[config.mk]
export PLATFORM = sky130hd
export DESIGN_NAME = capacitive_sense_control
export DESIGN_NICKNAME = d
export VERILOG_FILES = /design/src/cap_sense_pkg.sv /design/src/sample_accumulator.sv /design/src/scan_channel.sv /design/src/capacitive_sense_control.sv
export VERILOG_INCLUDE_DIRS = /design/src
export SDC_FILE = /design/constraint.sdc
export NUM_CORES = 1
export LEC_CHECK = 0
export ABC_AREA = 1
export BUFFER_PORTS_ARGS = -buffer_cell sky130_fd_sc_hd__buf_2
export CAP_MARGIN = 30
export CORE_AREA = 4 4 124 173
export DETAILED_ROUTE_END_ITERATION = 6
export DIE_AREA = 0 0 128 177
export PLACE_DENSITY = 0.57
export SYNTH_ARGS = -nofsm -noshare
export SYNTH_HDL_FRONTEND = slang
export SYNTH_HIERARCHICAL = 1
export SYNTH_SLANG_ARGS = --single-unit
[constraint.sdc]
create_clock -name mclk -period 2.4 [get_ports mclk]
set_input_delay 0.48 -clock mclk [delete_from_list [all_inputs] [get_ports mclk]]
set_output_delay 0.48 -clock mclk [all_outputs]
set_load 0.01 [all_outputs]
[src/cap_sense_params.svh]
// Register offsets, field positions and reset values for the capacitive sense control
`ifndef CAP_SENSE_PARAMS_SVH
`define CAP_SENSE_PARAMS_SVH
`define ADDR_AUTOSCAN_FIRST_CHANNEL 8'h92
`define ADDR_TOUCH_CONTROL_STATUS   8'h9a
`define ADDR_TOUCH_TRIGGER_CONFIG   8'h9e
`define ADDR_TOUCH_RESULT_LOW       8'ha9
`define ADDR_TOUCH_RESULT_HIGH      8'haa
`define BIT_SENSE_ENABLE            7
`define BIT_PIN_WATCH_EVENT         6
`define BIT_CONVERSION_DONE         5
`define BIT_CONVERSION_BUSY         4
`define BIT_COMPARE_ENABLE          3
`define BIT_THRESHOLD_EXCEEDED      0
`define FIELD_TRIGGER_HI            6
`define FIELD_TRIGGER_LO            4
`define FIELD_AVERAGE_HI            2
`define FIELD_AVERAGE_LO            0
`define RESET_BYTE                  8'h00
`define RESET_CHANNEL               6'h00
`endif

[src/cap_sense_pkg.sv]
// Types shared by the capacitive sense control files
package cap_sense_pkg;
   typedef enum logic [2:0] {
      trig_software   = 3'b000,
      trig_timer0     = 3'b001,
      trig_timer2     = 3'b010,
      trig_timer1     = 3'b011,
      trig_timer3     = 3'b100,
      trig_reserved   = 3'b101,
      trig_continuous = 3'b110,
      trig_autoscan   = 3'b111
   } trigger_mode_e;

   typedef struct packed {
      logic       wr;
      logic       rd;
      logic [7:0] addr;
      logic [7:0] wdata;
   } sfr_req_s;

   typedef struct packed {
      logic [3:0] timer_overflow; // Bit 0..3 = timer 0..3
   } trigger_in_s;
endpackage

[src/sample_accumulator.sv]
// Sums samples and divides by the configured count
`timescale 1ns/1ns
module sample_accumulator
   import cap_sense_pkg::*;
#(
   parameter int SAMPLE_W = 16
)(
   input  wire logic                mclk,
   input  wire logic                rst_n,
   input  wire logic                clear,
   input  wire logic                sample_valid,
   input  wire logic [SAMPLE_W-1:0] sample,
   input  wire logic [2:0]          average_code,
   output logic                     result_valid,
   output logic [SAMPLE_W-1:0]      result
);
   logic [SAMPLE_W+5:0] sum;
   logic [SAMPLE_W+5:0] next_sum;
   logic [6:0]          count;
   logic [6:0]          next_count;
   logic [6:0]          target;
   logic [2:0]          shift;
   logic [SAMPLE_W+5:0] total;
   logic                next_result_valid;
   logic [SAMPLE_W-1:0] next_result;

   always_comb begin
      unique case (average_code)
         3'h0:    begin target = 7'h01; shift = 3'h0; end
         3'h1:    begin target = 7'h04; shift = 3'h2; end
         3'h2:    begin target = 7'h08; shift = 3'h3; end
         3'h3:    begin target = 7'h10; shift = 3'h4; end
         3'h4:    begin target = 7'h20; shift = 3'h5; end
         3'h5:    begin target = 7'h40; shift = 3'h6; end
         // Reserved codes fall back to a single sample
         default: begin target = 7'h01; shift = 3'h0; end
      endcase
   end

   always_comb begin
      total             = sum + {6'h00, sample};
      next_sum          = sum;
      next_count        = count;
      next_result_valid = 1'b0;
      next_result       = result;
      if (clear) begin
         next_sum   = '0;
         next_count = 7'h00;
      end else if (sample_valid) begin
         if (count + 7'h01 >= target) begin
            next_result       = SAMPLE_W'(total >> shift);
            next_result_valid = 1'b1;
            next_sum          = '0;
            next_count        = 7'h00;
         end else begin
            next_sum   = total;
            next_count = count + 7'h01;
         end
      end
   end

   always_ff @(posedge mclk) begin
      if (!rst_n) begin
         sum          <= '0;
         count        <= 7'h00;
         result_valid <= 1'b0;
         result       <= '0;
      end else begin
         sum          <= next_sum;
         count        <= next_count;
         result_valid <= next_result_valid;
         result       <= next_result;
      end
   end
endmodule

[src/scan_channel.sv]
// Auto-scan channel stepping and mux channel register
`timescale 1ns/1ns
`include "cap_sense_params.svh"
module scan_channel
   import cap_sense_pkg::*;
(
   input  wire logic       mclk,
   input  wire logic       rst_n,
   input  wire logic       load,
   input  wire logic [5:0] load_value,
   input  wire logic       advance,
   input  wire logic [5:0] first_channel,
   input  wire logic [5:0] last_channel,
   output logic [5:0]      channel
);
   logic [5:0] next_channel;

   always_comb begin
      next_channel = channel;
      if (load) begin
         next_channel = load_value;
      end else if (advance) begin
         if (channel == last_channel) begin
            next_channel = first_channel;
         end else begin
            next_channel = channel + 6'h01;
         end
      end
   end

   always_ff @(posedge mclk) begin
      if (!rst_n) begin
         channel <= `RESET_CHANNEL;
      end else begin
         channel <= next_channel;
      end
   end
endmodule

[src/capacitive_sense_control.sv]
// Capacitive sense control: registers, triggering, compare and scan
//
// How it works
// - Enable bit zero keeps converter off and low-power; one makes it ready.
// - Retry request from a pin monitor sets a flag; software writes zero to clear.
// - Finished conversion sets done flag; only software clears it.
// - Busy reads one during a conversion, zero otherwise.
// - Writing busy one starts only in modes 000, 110, 111; writing zero does nothing.
// - Compare enable gates comparing each result against the 16-bit threshold.
// - Result above threshold sets sticky flag, cleared only by software.
// - Trigger field picks timer 0, 2, 1 or 3 overflow; 101 is reserved.
// - Mode 110 runs conversions back to back after busy is written one.
// - Mode 111 scans channels continuously after busy is written one.
// - Average field picks 1, 4, 8, 16, 32 or 64 samples; 11x reserved.
// - Last 16-bit result held in read-only high and low byte registers.
// - Six-bit first channel field names where auto-scan begins.
// - In auto-scan a first-channel write also loads the mux channel.
// - Unused bits read zero and ignore writes.
// - Accumulated sum is divided by the sample count before storing.
// - Scan steps channel unless above threshold, wrapping after last channel.
// - After a threshold stop, no scan conversion until busy is written one.
`timescale 1ns/1ns
`include "cap_sense_params.svh"
module capacitive_sense_control
   import cap_sense_pkg::*;
#(
   parameter int SAMPLE_W = 16
)(
   input  wire logic                mclk,
   input  wire logic                rst_n,
   input  wire sfr_req_s            sfr_req,
   input  wire trigger_in_s         trigger_in,
   input  wire logic [5:0]          scan_last_channel,
   input  wire logic [7:0]          threshold_high_byte,
   input  wire logic [7:0]          threshold_low_byte,
   input  wire logic                pin_watch_retry,
   input  wire logic                sample_done,
   input  wire logic [SAMPLE_W-1:0] sample_count,
   output logic [7:0]               sfr_rdata,
   output logic                     sample_start,
   output logic [5:0]               channel_select,
   output logic                     sense_powered,
   output logic                     threshold_event
);
   //////////////////////////////////////////////////////////////////////////////
   // Register state
   logic       sense_enable;
   logic       pin_watch_event_flag;
   logic       conversion_done_flag;
   logic       conversion_busy;
   logic       threshold_compare_enable;
   logic       threshold_exceeded_flag;
   logic [2:0] trigger_source_select;
   logic [2:0] sample_average_count;
   logic [5:0] scan_first_channel;
   logic [7:0] result_high_byte;
   logic [7:0] result_low_byte;
   logic       scan_halted;
   logic       sample_taken;
   logic       next_sample_taken;
   logic       next_sense_enable;
   logic       next_pin_watch_event_flag;
   logic       next_conversion_done_flag;
   logic       next_conversion_busy;
   logic       next_threshold_compare_enable;
   logic       next_threshold_exceeded_flag;
   logic [2:0] next_trigger_source_select;
   logic [2:0] next_sample_average_count;
   logic [5:0] next_scan_first_channel;
   logic [7:0] next_result_high_byte;
   logic [7:0] next_result_low_byte;
   logic       next_scan_halted;
   logic [7:0] next_sfr_rdata;
   logic       next_sample_start;
   logic       next_threshold_event;

   logic                wr_ctrl;
   logic                wr_cfg;
   logic                wr_first;
   logic                busy_kick;
   logic                timer_trigger;
   logic                start_conv;
   logic                acc_valid;
   logic [SAMPLE_W-1:0] acc_result;
   logic                above;
   logic                autoscan;
   logic                repeat_mode;
   logic                scan_advance;
   logic [5:0]          mux_channel;
   trigger_mode_e       mode;

   //////////////////////////////////////////////////////////////////////////////
   // Decode and triggers
   assign mode     = trigger_mode_e'(trigger_source_select);
   assign wr_ctrl  = sfr_req.wr && sfr_req.addr == `ADDR_TOUCH_CONTROL_STATUS;
   assign wr_cfg   = sfr_req.wr && sfr_req.addr == `ADDR_TOUCH_TRIGGER_CONFIG;
   assign wr_first = sfr_req.wr && sfr_req.addr == `ADDR_AUTOSCAN_FIRST_CHANNEL;
   assign autoscan    = mode == trig_autoscan;
   assign repeat_mode = mode == trig_continuous || autoscan;
   assign above = threshold_compare_enable &&
                  acc_result > {threshold_high_byte, threshold_low_byte};

   // Software start: only the three software-started modes accept it
   assign busy_kick = wr_ctrl && sfr_req.wdata[`BIT_CONVERSION_BUSY] &&
                      (mode == trig_software || repeat_mode);

   always_comb begin
      unique case (mode)
         trig_timer0: timer_trigger = trigger_in.timer_overflow[0];
         trig_timer2: timer_trigger = trigger_in.timer_overflow[2];
         trig_timer1: timer_trigger = trigger_in.timer_overflow[1];
         trig_timer3: timer_trigger = trigger_in.timer_overflow[3];
         default:     timer_trigger = 1'b0;
      endcase
   end

   // A new start is only issued from idle, so a trigger during a conversion is dropped
   assign start_conv = sense_enable && !conversion_busy && (busy_kick || timer_trigger);
   assign scan_advance = acc_valid && autoscan && !above && !scan_halted;

   //////////////////////////////////////////////////////////////////////////////
   // Next-state logic
   always_comb begin
      next_sense_enable             = sense_enable;
      next_pin_watch_event_flag     = pin_watch_event_flag;
      next_conversion_done_flag     = conversion_done_flag;
      next_conversion_busy          = conversion_busy;
      next_threshold_compare_enable = threshold_compare_enable;
      next_threshold_exceeded_flag  = threshold_exceeded_flag;
      next_trigger_source_select    = trigger_source_select;
      next_sample_average_count     = sample_average_count;
      next_scan_first_channel       = scan_first_channel;
      next_result_high_byte         = result_high_byte;
      next_result_low_byte          = result_low_byte;
      next_scan_halted              = scan_halted;
      next_sample_start             = 1'b0;
      next_threshold_event          = 1'b0;
      next_sample_taken             = sample_done && conversion_busy;

      if (wr_ctrl) begin
         next_sense_enable             = sfr_req.wdata[`BIT_SENSE_ENABLE];
         next_threshold_compare_enable = sfr_req.wdata[`BIT_COMPARE_ENABLE];
         next_pin_watch_event_flag     = sfr_req.wdata[`BIT_PIN_WATCH_EVENT];
         next_conversion_done_flag     = sfr_req.wdata[`BIT_CONVERSION_DONE];
         next_threshold_exceeded_flag  = threshold_exceeded_flag &
                                         sfr_req.wdata[`BIT_THRESHOLD_EXCEEDED];
      end
      if (wr_cfg) begin
         next_trigger_source_select = sfr_req.wdata[`FIELD_TRIGGER_HI:`FIELD_TRIGGER_LO];
         next_sample_average_count  = sfr_req.wdata[`FIELD_AVERAGE_HI:`FIELD_AVERAGE_LO];
      end
      if (wr_first) begin
         next_scan_first_channel = sfr_req.wdata[5:0];
      end
      if (busy_kick) begin
         next_scan_halted = 1'b0;
      end

      if (start_conv) begin
         next_conversion_busy = 1'b1;
         next_sample_start    = 1'b1;
      end else if (conversion_busy && sample_taken && !acc_valid) begin
         next_sample_start = 1'b1; // More samples for this result
      end

      if (acc_valid) begin
         next_result_high_byte = acc_result[15:8];
         next_result_low_byte  = acc_result[7:0];
         if (above) begin
            next_threshold_exceeded_flag = 1'b1;
            next_threshold_event         = 1'b1;
            if (autoscan) begin
               next_scan_halted = 1'b1;
            end
         end
         // Back-to-back modes keep busy set and relaunch unless halted or disabled
         if (repeat_mode && sense_enable && !(autoscan && (above || scan_halted))) begin
            next_sample_start = 1'b1;
         end else begin
            next_conversion_busy = 1'b0;
         end
         next_conversion_done_flag = 1'b1;
      end
      if (pin_watch_retry) begin
         next_pin_watch_event_flag = 1'b1;
      end
      if (!sense_enable) begin
         next_conversion_busy = 1'b0;
         next_sample_start    = 1'b0;
      end
   end

   //////////////////////////////////////////////////////////////////////////////
   // Read mux
   always_comb begin
      next_sfr_rdata = 8'h00;
      if (sfr_req.rd) begin
         unique case (sfr_req.addr)
            `ADDR_TOUCH_CONTROL_STATUS:
               next_sfr_rdata = {next_sense_enable, next_pin_watch_event_flag,
                                 next_conversion_done_flag, next_conversion_busy,
                                 next_threshold_compare_enable, 2'b00,
                                 next_threshold_exceeded_flag};
            `ADDR_TOUCH_TRIGGER_CONFIG:
               next_sfr_rdata = {1'b0, next_trigger_source_select,
                                 1'b0, next_sample_average_count};
            `ADDR_AUTOSCAN_FIRST_CHANNEL: next_sfr_rdata = {2'b00, next_scan_first_channel};
            `ADDR_TOUCH_RESULT_HIGH:      next_sfr_rdata = next_result_high_byte;
            `ADDR_TOUCH_RESULT_LOW:       next_sfr_rdata = next_result_low_byte;
            default:                      next_sfr_rdata = 8'h00;
         endcase
      end
   end

   //////////////////////////////////////////////////////////////////////////////
   // Registers
   always_ff @(posedge mclk) begin
      if (!rst_n) begin
         sense_enable             <= 1'b0;
         pin_watch_event_flag     <= 1'b0;
         conversion_done_flag     <= 1'b0;
         conversion_busy          <= 1'b0;
         threshold_compare_enable <= 1'b0;
         threshold_exceeded_flag  <= 1'b0;
         trigger_source_select    <= 3'h0;
         sample_average_count     <= 3'h0;
         scan_first_channel       <= `RESET_CHANNEL;
         result_high_byte         <= `RESET_BYTE;
         result_low_byte          <= `RESET_BYTE;
         scan_halted              <= 1'b0;
         sample_taken             <= 1'b0;
         sfr_rdata                <= `RESET_BYTE;
         sample_start             <= 1'b0;
         channel_select           <= `RESET_CHANNEL;
         sense_powered            <= 1'b0;
         threshold_event          <= 1'b0;
      end else begin
         sense_enable             <= next_sense_enable;
         pin_watch_event_flag     <= next_pin_watch_event_flag;
         conversion_done_flag     <= next_conversion_done_flag;
         conversion_busy          <= next_conversion_busy;
         threshold_compare_enable <= next_threshold_compare_enable;
         threshold_exceeded_flag  <= next_threshold_exceeded_flag;
         trigger_source_select    <= next_trigger_source_select;
         sample_average_count     <= next_sample_average_count;
         scan_first_channel       <= next_scan_first_channel;
         result_high_byte         <= next_result_high_byte;
         result_low_byte          <= next_result_low_byte;
         scan_halted              <= next_scan_halted;
         sample_taken             <= next_sample_taken;
         sfr_rdata                <= next_sfr_rdata;
         sample_start             <= next_sample_start;
         channel_select           <= mux_channel;
         sense_powered            <= next_sense_enable;
         threshold_event          <= next_threshold_event;
      end
   end

   //////////////////////////////////////////////////////////////////////////////
   // Leaf blocks
   sample_accumulator #(
      .SAMPLE_W     (SAMPLE_W)
   ) u_acc (
      .mclk         (mclk),
      .rst_n        (rst_n),
      .clear        (!sense_enable || start_conv),
      .sample_valid (sample_done && conversion_busy),
      .sample       (sample_count),
      .average_code (sample_average_count),
      .result_valid (acc_valid),
      .result       (acc_result)
   );

   scan_channel u_scan (
      .mclk          (mclk),
      .rst_n         (rst_n),
      .load          (wr_first && autoscan),
      .load_value    (sfr_req.wdata[5:0]),
      .advance       (scan_advance),
      .first_channel (scan_first_channel),
      .last_channel  (scan_last_channel),
      .channel       (mux_channel)
   );
endmodule

==> metrics.txt, run 1 <==
status complete, no violations; RD Place Congestion 0.8824; Cell Area, Synth 0.007259 mm²; Avg Inst Size Synth 6.576 µm²; Post-Synthesis Cells 1,104; sequential share of power 47.8%; VDD IR max 0.2917 mV; Hold Path Class primary input to flip-flop; gr ovfl total 0; Core Util, Final 45.69%; Yosys reg bits 104; hpwl dp 16,610 µm; routed vias/inst 5.000; power share of the combinational group 8.4%; Max FO, Critical Path 5; reg2reg setup slack 0.04 ns; DIE WIDTH 128 µm; Clock Sinks 104; syn_nets 1,209; P_sw 919.7 µW; port bufs 80; Final Net Count 1,330; worst-case clock buffer depth 2; placed inst area 0.008259 mm²; final setup fails 0; Vias 7,405; synth warn 6; sw frac 25.50%; CP Cell Sequence ha_4 > buf_4 > xor2_2 > ha_4 > inv_1 > o31ai_2 > nand4_1 > o2111ai_4 > nand3_2 > inv_4 > buf_12 > nand3_2 > o211ai_1 > inv_1; largest net degree at the start of global routing 36; final cell count without fillers 1,481; # DRC 0; crit path DAT 2.61 ns; Leak 4.357 nW; Clock transition at path regs 0.08 ns; Die Y 177 µm; Area Growth Syn to Fin 24.91%; register area share after synthesis 28.68%; hold_buf cts 0; CP Class flip-flop to flip-flop; gr usage total 18.54%; final instance area 0.009067 mm²; Hold Fails Final Rpt 0; Power Dens Cells 397.8 mW/mm²; Core Area 0.01984 mm²; # rows 61; overall power 3.607 mW; vias in the first global route 7,142; initial antenna violation count 0; CP startpoint kind flip-flop; final-report max-slew violation count 0; Crit path largest cell delay 0.36 ns; IO Count 81; CP endpoint kind flip-flop; final wirelength 21,140 µm; Die Footprint 0.02266 mm²; WP data required 2.65 ns; Placed Cells 1,461; Antenna Cells 0; Period minus WS final 2.361 ns; clock buffer count from CTS 9; Clock Skew 0.01207 ns; # fillers 2,113; Iteration-0 DRC Markers 379; H-tree depth 3; Routed wire per std cell 14.27 µm; router iterations before antenna repair 5; period utilization 98.38%; Worst-Margin Slew 0.6271 ns; final setup margin 0.03884 ns; CTS Root Cell clkbuf_16; achievable frequency 0.4235 GHz; worst skew pair latency 0.36 ns; layout cell share with drive strength beyond 1 24.25%; CTS tree done; Slew HR 58.15%; Initial Util 36.58%; hold path cells 3; RSZ-0062 raised after global routing yes; Distinct cells, synth 56; dpl ws -0.1115 ns; internal power 2.687 mW; Clock power frac 43.7%; ANT nets after route 0; Max stage delay cell, worst path dfxtp_4; max-cap violation count 0; reg2reg path depth 14; wire length of the first global-routing pass 34,090 µm
## sequential cells by signal, indices dropped and copies added, names as in the netlist, 3 cells and up
| register | count |
|---|---|
| scan_first_channel | 6 |
| sample_average_count | 3 |
| u_acc/sum | 22 |
| u_acc/count | 7 |
| result_high_byte | 8 |
| u_acc/result | 16 |
| mode | 3 |
| channel_select | 6 |
| sfr_rdata | 8 |
| result_low_byte | 8 |
| u_scan/channel | 6 |
## cells by family (layout without fill, tap and decap cells)
| group | after synthesis | count (layout) | synth area share, % |
|---|---|---|---|
| AO/OA/AOI/OAI | 147 | 147 | 11.62 |
| buffers and inverters | 180 | 305 | 9.824 |
| flip-flops | 104 | 104 | 28.68 |
| AND/OR/NAND/NOR | 600 | 600 | 38.47 |
| multiplexers | 16 | 16 | 2.206 |
| XOR/XNOR | 16 | 16 | 2.034 |
| adder cells (fa/ha/maj) | 41 | 41 | 7.170 |
## cells in the final DEF, fill, tap and decap left out, types with 19 or more instances in the layout
master and n:
buf_4 50, a21oi_2 20, nand2_1 303, nor2_1 67
dfxtp_1 100, inv_1 136, nand3_1 110, ha_1 37
a21oi_1 55, buf_2 80, nor2_2 19
## worst max-delay path, delay by kind of cell, from the launching register on
kind	cells	cell delay, ns
flip-flops	1	0.36
buffers and inverters	5	0.49
XOR/XNOR	1	0.16
AND/OR/NAND/NOR	3	0.39
AO/OA/AOI/OAI	3	0.40
adder cells (fa/ha/maj)	2	0.45
## synthesized netlist by cell type (all sizes together)
library cell  count  area share (%)
nand2           336              18
inv             149             7.7
nand3           131             9.7
dfxtp           104              29
nor2             93             6.4
a21oi            75             5.2
ha               40             6.9
o21ai            25             1.8
mux2i            16             2.2
nand4            16             1.5
buf              15             1.3
clkbuf           14            0.72
xor2             12             1.6
a31oi            11            0.95
o211ai           10             1.0
a22oi             9            0.93
o22ai             8            0.69
nor3              7            0.71
or2               7            0.64
xnor2             4            0.48
and2              3            0.28
nand3b            3            0.48
nor3b             3            0.31
o21a              3            0.31
clkinv            2            0.10
o31ai             2            0.28
a211oi            1            0.10
a21o              1            0.10
fa                1            0.28
nor4              1           0.086
o2111ai           1            0.12
o21bai            1            0.10
## path summary, 6_finish.rpt
path	start	end
worst max-delay path	u_acc/count[0]	u_acc/result[1]
worst min-delay path	sample_done	sample_taken
worst max register to register	u_acc/count[0]	u_acc/result[1]
worst min register to register	u_acc/sum[11]	u_acc/sum[11]
## power groups by stage
stage	clock network [mW]	logic, mW	registers (mW)
2_1_floorplan	0	0.171	1.77
3_3_place_gp	0	0.296	1.77
3_5_place_dp	0	0.296	1.77
4_1_cts	1.63	0.298	1.73
5_1_grt	1.69	0.342	1.72
6_report	1.58	0.305	1.72
## repair_timing
item	in CTS	in global routing
buffers inserted	1	2
pin swaps	8	36
gates resized for setup	18	86
setup endpoints to repair	44	52
cloned	0	2
## layout make-up
| class | instances | area [µm²] | share of cell area, % |
|---|---|---|---|
| Inverter | 151 | 569.3 | 6.278 |
| Multi-Input combinational cell | 820 | 4855 | 53.54 |
| Timing Repair Buffer | 139 | 933.4 | 10.29 |
| Clock buffer | 10 | 239.0 | 2.636 |
| Sequential cell | 104 | 2090 | 23.04 |
| Clock inverter | 5 | 66.31 | 0.7313 |
| Tap cell | 252 | 315.3 | 3.477 |
## metrics by stage
step,setup TNS [ns],hold slack [ns]
final,0,0.3931
after global routing,-3.650,0.3852
after CTS,-0.04622,0.3807
after detailed placement,-1.715,0.4591
after global placement,-0.9271,0.4531
after floorplan,0,0.4453
## metal layers
| metal | up-vias | track usage, % | part of all wire (%) |
|---|---|---|---|
| met5 | - | 0 | 0 |
| met4 | 0 | 8.186 | 4.0 |
| met3 | 50 | 2.506 | 3.2 |
| met2 | 142 | 33.19 | 51 |
| met1 | 3377 | 21.82 | 42 |
| li1 | 3836 | - | - |
No activity file was read; power rests on OpenSTA's default activity.
==> run 2: changes to the inputs <==
CORE_AREA = 4 4 107 150   (was 4 4 124 173)
DIE_AREA = 0 0 111 154   (was 0 0 128 177)
PLACE_DENSITY = 0.73   (was 0.57)
==> metrics.txt, run 2 (synthesis results as in run 1) <==
status finished, violations left (was complete, no violations); failing checks setup timing; final setup margin -0.1257 ns (was 0.03884 ns); period utilization 105.2% (was 98.38%); Placed Cells 1,391 (was 1,461); CP endpoint kind flip-flop (unchanged); clock buffer count from CTS 9 (unchanged); Die Y 154 µm (was 177 µm); Period minus WS final 2.526 ns (was 2.361 ns); Vias 7,517 (was 7,405); commonest non-fill, non-tap cells in the layout nand2_1 (313), inv_1 (136), nand3_1 (116) (was nand2_1 (303), inv_1 (136), nand3_1 (110)); vias in the first global route 6,990 (was 7,142); Routed wire per std cell 14.14 µm (was 14.27 µm); final-report max-slew violation count 0 (unchanged); Iteration-0 DRC Markers 391 (was 379); Clock Sinks 104 (unchanged); Crit path largest cell delay 0.36 ns (about the same); # DRC 0 (unchanged); wire length of the first global-routing pass 31,930 µm (was 34,090 µm); Antenna Cells 0 (unchanged); final setup fails 45 (was 0); hpwl dp 15,180 µm (was 16,610 µm); Area Growth Syn to Fin 20.30% (was 24.91%); CTS tree done (unchanged); Initial Util 49.09% (was 36.58%); Die Footprint 0.01709 mm² (was 0.02266 mm²); Max FO, Critical Path 5 (unchanged); Clock Skew 0.008693 ns (was 0.01207 ns); # rows 53 (was 61); WP data required 2.64 ns (was 2.65 ns); gr ovfl total 0 (unchanged); CP most frequent cell nand3_2; largest net degree at the start of global routing 36 (unchanged); IO Count 81 (unchanged); port bufs 80 (unchanged); Hold Path Class primary input to flip-flop (unchanged); dpl ws -0.06837 ns (was -0.1115 ns); initial antenna violation count 0 (unchanged); max FFs per register 22 (unchanged); layout cell share with drive strength beyond 1 21.39% (was 24.25%); worst-case clock buffer depth 2 (unchanged); router iterations before antenna repair 5 (unchanged); Largest regs u_acc/sum x22, u_acc/result x16 (unchanged); RD Place Congestion 0.9530 (was 0.8824); VDD IR max 0.3109 mV (was 0.2917 mV); Worst-Margin Slew 0.6277 ns (was 0.6271 ns); # fillers 1,404 (was 2,113); Max stage delay cell, worst path dfxtp_2 (was dfxtp_4); Final Net Count 1,321 (was 1,330); placed inst area 0.008122 mm² (was 0.008259 mm²); max-cap violation count 0 (unchanged); CP Cell Sequence ha_4 > nand3_2 > nand3b_1 > xnor2_2 > ha_1 > nand2_2 > inv_2 > nand4_1 > o2111ai_4 > nand3_2 > inv_4 > buf_12 > nand2_4 > o21ai_2 > inv_1 (was ha_4 > buf_4 > xor2_2 > ha_4 > inv_1 > o31ai_2 > nand4_1 > o2111ai_4 > nand3_2 > inv_4 > buf_12 > nand3_2 > o211ai_1 > inv_1); gr usage total 22.32% (was 18.54%); routed vias/inst 5.324 (was 5.000); H-tree depth 3 (unchanged); CP startpoint kind flip-flop (unchanged); CP Class flip-flop to flip-flop (unchanged); setup TNS -3.222 ns (was 0 ns); final cell count without fillers 1,412 (was 1,481); RSZ-0062 raised after global routing yes (unchanged); Power Dens Cells 395.6 mW/mm² (was 397.8 mW/mm²); final instance area 0.008733 mm² (was 0.009067 mm²); final wirelength 19,970 µm (was 21,140 µm); Core Area 0.01479 mm² (was 0.01984 mm²); worst skew pair latency 0.35 ns (was 0.36 ns); Largest Register u_acc/sum (unchanged); DIE WIDTH 111 µm (was 128 µm); hold_buf cts 0 (unchanged); Hold Fails Final Rpt 0 (unchanged); Slew HR 58.11% (was 58.15%); crit path DAT 2.77 ns (was 2.61 ns); CTS Root Cell clkbuf_16 (unchanged); ANT nets after route 0 (unchanged); Clock transition at path regs 0.07 ns (was 0.08 ns); most common cell after layout, fill and taps aside nand2_1 (unchanged); achievable frequency 0.3959 GHz (was 0.4235 GHz); Leak 4.169 nW (was 4.357 nW)
## run 2: routing by layer
| metal | track usage (%) | up-vias | wire (µm) |
|---|---|---|---|
| met5 | 0 | - | 0 |
| met3 | 2.874 | 46 | 783 |
| met2 | 41.12 | 214 | 10270 |
| met1 | 25.87 | 3435 | 8247 |
| li1 | - | 3822 | - |
| met4 | 9.155 | 0 | 669 |
## run 2: path summary, 6_finish.rpt
kind | startpoint | end | slack [ns] | cells past startpoint
max | u_acc/count[1] | u_acc/result[10] | -0.13 | 15
min reg2reg | scan_halted | scan_halted | 0.47 | 2
min | sample_done | sample_taken | 0.43 | 3
max reg2reg | u_acc/count[1] | u_acc/result[10] | -0.13 | 15
## run 2: final cells by class
type | instances | area [µm²] | share of cell area (%)
clock inverter | 5 | 38.79 | 0.4441
sequential | 104 | 2085 | 23.87
inverter | 151 | 571.8 | 6.547
multi-input combinational | 820 | 4693 | 53.74
tap | 192 | 240.2 | 2.751
clock buffer | 10 | 239.0 | 2.736
timing repair buffer | 130 | 865.8 | 9.914
## run 2: power breakdown
group	internal, mW	switching, mW
registers	1.73	0.000724
clock network	0.738	0.694
logic	0.117	0.181
total	2.58	0.875
## run 2: critical path: cells and delay by family (launching register included)
family	cells	cell delay, ns
XOR/XNOR	1	0.18
AND/OR/NAND/NOR	6	0.74
AO/OA/AOI/OAI	2	0.30
flip-flops	1	0.36
buffers and inverters	4	0.35
adder cells (fa/ha/maj)	2	0.50
## run 2: stage by stage
step           hold slack (ns)  total power [mW]  util, %
2_1_floorplan           0.4453             1.937        -
3_3_place_gp            0.4530             2.055    54.92
3_5_place_dp            0.4590             2.058    54.92
4_1_cts                 0.4106             3.483    56.85
5_1_grt                 0.4409             3.600    59.06
6_report                0.4311             3.455    59.06
## run 2: timing repair
item                       in CTS  in global routing
gates cloned                    0                  3
setup endpoints to repair      27                 46
pin swaps                       0                 17
gates resized for setup         3                 53
buffers inserted                0                  3
==> run 3: changes to the inputs <==
ABC_AREA = 0   (was 1)
PLACE_DENSITY = 0.72   (was 0.73)
==> metrics.txt, run 3 <==
worst path bufs/invs 0 (was 4); router iterations before antenna repair 6 (was 5); Multi-input gate area 0.005700 mm² (was 0.004693 mm²); CP Class flip-flop to flip-flop (unchanged); IO Count 81 (unchanged); Final Net Count 1,261 (was 1,321); synth warn 6 (unchanged); Antenna Cells 0 (unchanged); Worst-Margin Slew 0.7474 ns (was 0.6277 ns); hpwl dp 18,620 µm (was 15,180 µm); Yosys reg bits 104 (unchanged); RD Place Congestion 0.9703 (was 0.9530); Max stage delay cell, worst path a222oi_1 (was dfxtp_2); status finished, violations left (unchanged); port bufs 80 (unchanged); CTS tree done (unchanged); reg2reg path depth 10 (was 15); Die Y 154 µm (unchanged); Distinct cells, synth 87 (was 56); Avg Inst Size Synth 8.106 µm² (was 6.576 µm²); # fillers 1,163 (was 1,404); initial antenna violation count 0 (unchanged); # DRC 0 (unchanged); final cell count without fillers 1,353 (was 1,412); Routed wire per std cell 18.63 µm (was 14.14 µm); Placed Cells 1,313 (was 1,391); Crit path largest cell delay 0.44 ns (was 0.36 ns); r2r startpoint u_acc/sum[0] (was u_acc/count[1]); CTS Root Cell clkbuf_16 (unchanged); area occupied by registers 0.002103 mm² (was 0.002085 mm²); final setup margin -0.5652 ns (was -0.1257 ns); vias in the first global route 7,969 (was 6,990); area leader, netlist dfxtp_1 (unchanged); asr flop ratio synth 0% (unchanged); wire length of the first global-routing pass 38,840 µm (was 31,930 µm); worst skew pair latency 0.36 ns (was 0.35 ns); ys flop type dfxtp_1 (unchanged); placed inst area 0.009468 mm² (was 0.008122 mm²); Clock transition at path regs 0.09 ns (was 0.07 ns); EDFF count, synth 0 (unchanged); max FFs per register 22 (unchanged); commonest non-fill, non-tap cells in the layout buf_4 (192), dfxtp_1 (95), buf_2 (80) (was nand2_1 (313), inv_1 (136), nand3_1 (116)); reg2reg setup slack -0.57 ns (was -0.13 ns); worst-case clock buffer depth 2 (unchanged); failing checks setup timing (unchanged); Slew HR 49.95% (was 58.11%); Iteration-0 DRC Markers 559 (was 391); Leak 4.380 nW (was 4.169 nW); H-tree depth 3 (unchanged); Largest regs u_acc/sum x22, u_acc/result x16 (unchanged); Hold Startpoint sample_done (unchanged); Post-synth top cells dfxtp_1 (104), a21oi_1 (82), nor2_1 (71) (was nand2_1 (315), inv_1 (138), nand3_1 (123)); CP startpoint kind flip-flop (unchanged); hold path cells 2 (was 3); # rows 53 (unchanged); Hold Path Class primary input to flip-flop (unchanged); Period minus WS final 2.965 ns (was 2.526 ns); CP Cell Sequence ha_4 > fa_2 > a21o_1 > a221o_1 > a2111oi_4 > nor3_2 > xor2_2 > a222oi_1 > nand2_1 > a22o_1 (was ha_4 > nand3_2 > nand3b_1 > xnor2_2 > ha_1 > nand2_2 > inv_2 > nand4_1 > o2111ai_4 > nand3_2 > inv_4 > buf_12 > nand2_4 > o21ai_2 > inv_1); period utilization 123.6% (was 105.2%); Clock Sinks 104 (unchanged); achievable frequency 0.3372 GHz (was 0.3959 GHz); DIE WIDTH 111 µm (unchanged); max-cap violation count 0 (unchanged); ANT nets after route 0 (unchanged); Largest Register u_acc/sum (unchanged); final-report max-slew violation count 0 (unchanged); Yosys top cell area share 28.79% (was 28.68%); final wirelength 25,210 µm (was 19,970 µm); Area contributors post-synth dfxtp_1 (29%), ha_1 (6.9%), mux2i_1 (6.1%) (was dfxtp_1 (29%), nand2_1 (16%), nand3_1 (8.5%)); worst r2r dst u_acc/result[12] (was u_acc/result[10]); routed vias/inst 5.953 (was 5.324); most common cell after layout, fill and taps aside buf_4 (was nand2_1); crit path DAT 3.22 ns (was 2.77 ns); VDD IR max 0.3207 mV (was 0.3109 mV); Initial Util 48.90% (was 49.09%); Area Growth Syn to Fin 47.24% (was 20.30%); final setup fails 51 (was 45); overall power 3.717 mW (was 3.455 mW); WP data required 2.65 ns (was 2.64 ns); Max FO, Critical Path 4 (was 5); hold_ws 0.3635 ns (was 0.4311 ns); largest net degree at the start of global routing 50 (was 36); Clock Skew 0.01280 ns (was 0.008693 ns); hold_buf cts 0 (unchanged); register area share after synthesis 28.79% (was 28.68%); top-count cell post-synth dfxtp_1 (was nand2_1); CP endpoint kind flip-flop (unchanged); syn_nets 997 (was 1,209); gr usage total 27.74% (was 22.32%); clock buffer count from CTS 9 (unchanged); RSZ-0062 raised after global routing yes (unchanged); delay-heaviest family, CP compound AO/OA/AOI/OAI gates (was simple AND/OR/NAND/NOR gates); Die Footprint 0.01709 mm² (unchanged); Cell Area, Synth 0.007231 mm² (was 0.007259 mm²); Core Area 0.01479 mm² (unchanged); gr ovfl total 0 (unchanged); worst hold path endpoint sample_taken (unchanged); layout cell share with drive strength beyond 1 40.74% (was 21.39%); Post-Synthesis Cells 892 (was 1,104); Power Dens Cells 349.2 mW/mm² (was 395.6 mW/mm²); final instance area 0.01065 mm² (was 0.008733 mm²); Hold Fails Final Rpt 0 (unchanged); Vias 8,055 (was 7,517)
run 3: repair_timing:
| item | in CTS | in global routing |
|---|---|---|
| setup buffers | 14 | 17 |
| endpoints found under the hold margin | 0 | 0 |
| gates cloned | 4 | 0 |
| gates resized for setup | 79 | 73 |
| endpoints found under the setup margin | 53 | 58 |
| pin swaps | 56 | 49 |
run 3: logic make-up (layout without fill, tap and decap cells):
| group | Yosys count | after routing | share of synthesized area (%) |
|---|---|---|---|
| DFF | 104 | 104 | 28.79 |
| AOI/OAI and AO/OA | 270 | 270 | 25.59 |
| buffers and inverters | 77 | 344 | 4.153 |
| xor gates and xnor gates | 28 | 28 | 3.807 |
| adders and majority gates | 41 | 41 | 7.198 |
| and+or+nand+nor | 323 | 325 | 23.43 |
| muxes | 49 | 49 | 7.025 |
run 3: routing by layer:
metal / part of all wire, % / wire (µm) / vias up / track usage [%]
met2: 54 / 13490 / 301 / 54.22
met4: 5.8 / 1450 / 0 / 14.73
met5: 0 / 0 / - / 0
met1: 36 / 9155 / 3822 / 28.69
met3: 4.4 / 1113 / 107 / 2.677
li1: - / - / 3825 / -
run 3: worst max-delay path by stage:
stage / end / start / cells past startpoint / slack, ns
final: u_acc/result[12] / u_acc/sum[0] / 10 / -0.57
after global routing: u_acc/result[12] / u_acc/sum[0] / 10 / -0.71
after CTS: u_acc/result[12] / u_acc/sum[0] / 10 / -0.55
after detailed placement: u_acc/result[12] / sample_count[0] / 11 / -0.85
after global placement: u_acc/result[12] / sample_count[0] / 11 / -0.82
after floorplan: u_acc/result[13] / sample_count[0] / 10 / -0.55
run 3: worst register-to-register path, delay by kind of cell (launching register included):
kind	cells	cell delay, ns
xor+xnor	1	0.19
flops	1	0.34
fa+ha+maj	2	0.55
compound gates	5	1.59
simple gates	2	0.19
run 3: layout make-up:
type / instances / share of cell area [%]
clock buffer: 9 / 2.115
sequential: 104 / 19.76
timing repair buffer: 294 / 20.20
clock inverter: 7 / 0.7874
inverter: 34 / 1.340
multi-input combinational: 713 / 53.54
tap: 192 / 2.256
run 3: where the power goes:
group / switching, mW / internal, mW
sequential: 0.000892 / 1.72
combinational: 0.239 / 0.214
clock: 0.795 / 0.748
run 3: through the flow:
step	utilization [%]	setup WS, ns	setup TNS, ns
3_5_place_dp	64.02	-0.8513	-21.02
4_1_cts	69.24	-0.5459	-11.04
6_report	71.99	-0.5652	-13.49
2_1_floorplan	-	-0.5489	-10.02
3_3_place_gp	64.02	-0.8225	-19.25
5_1_grt	71.99	-0.7102	-19.42
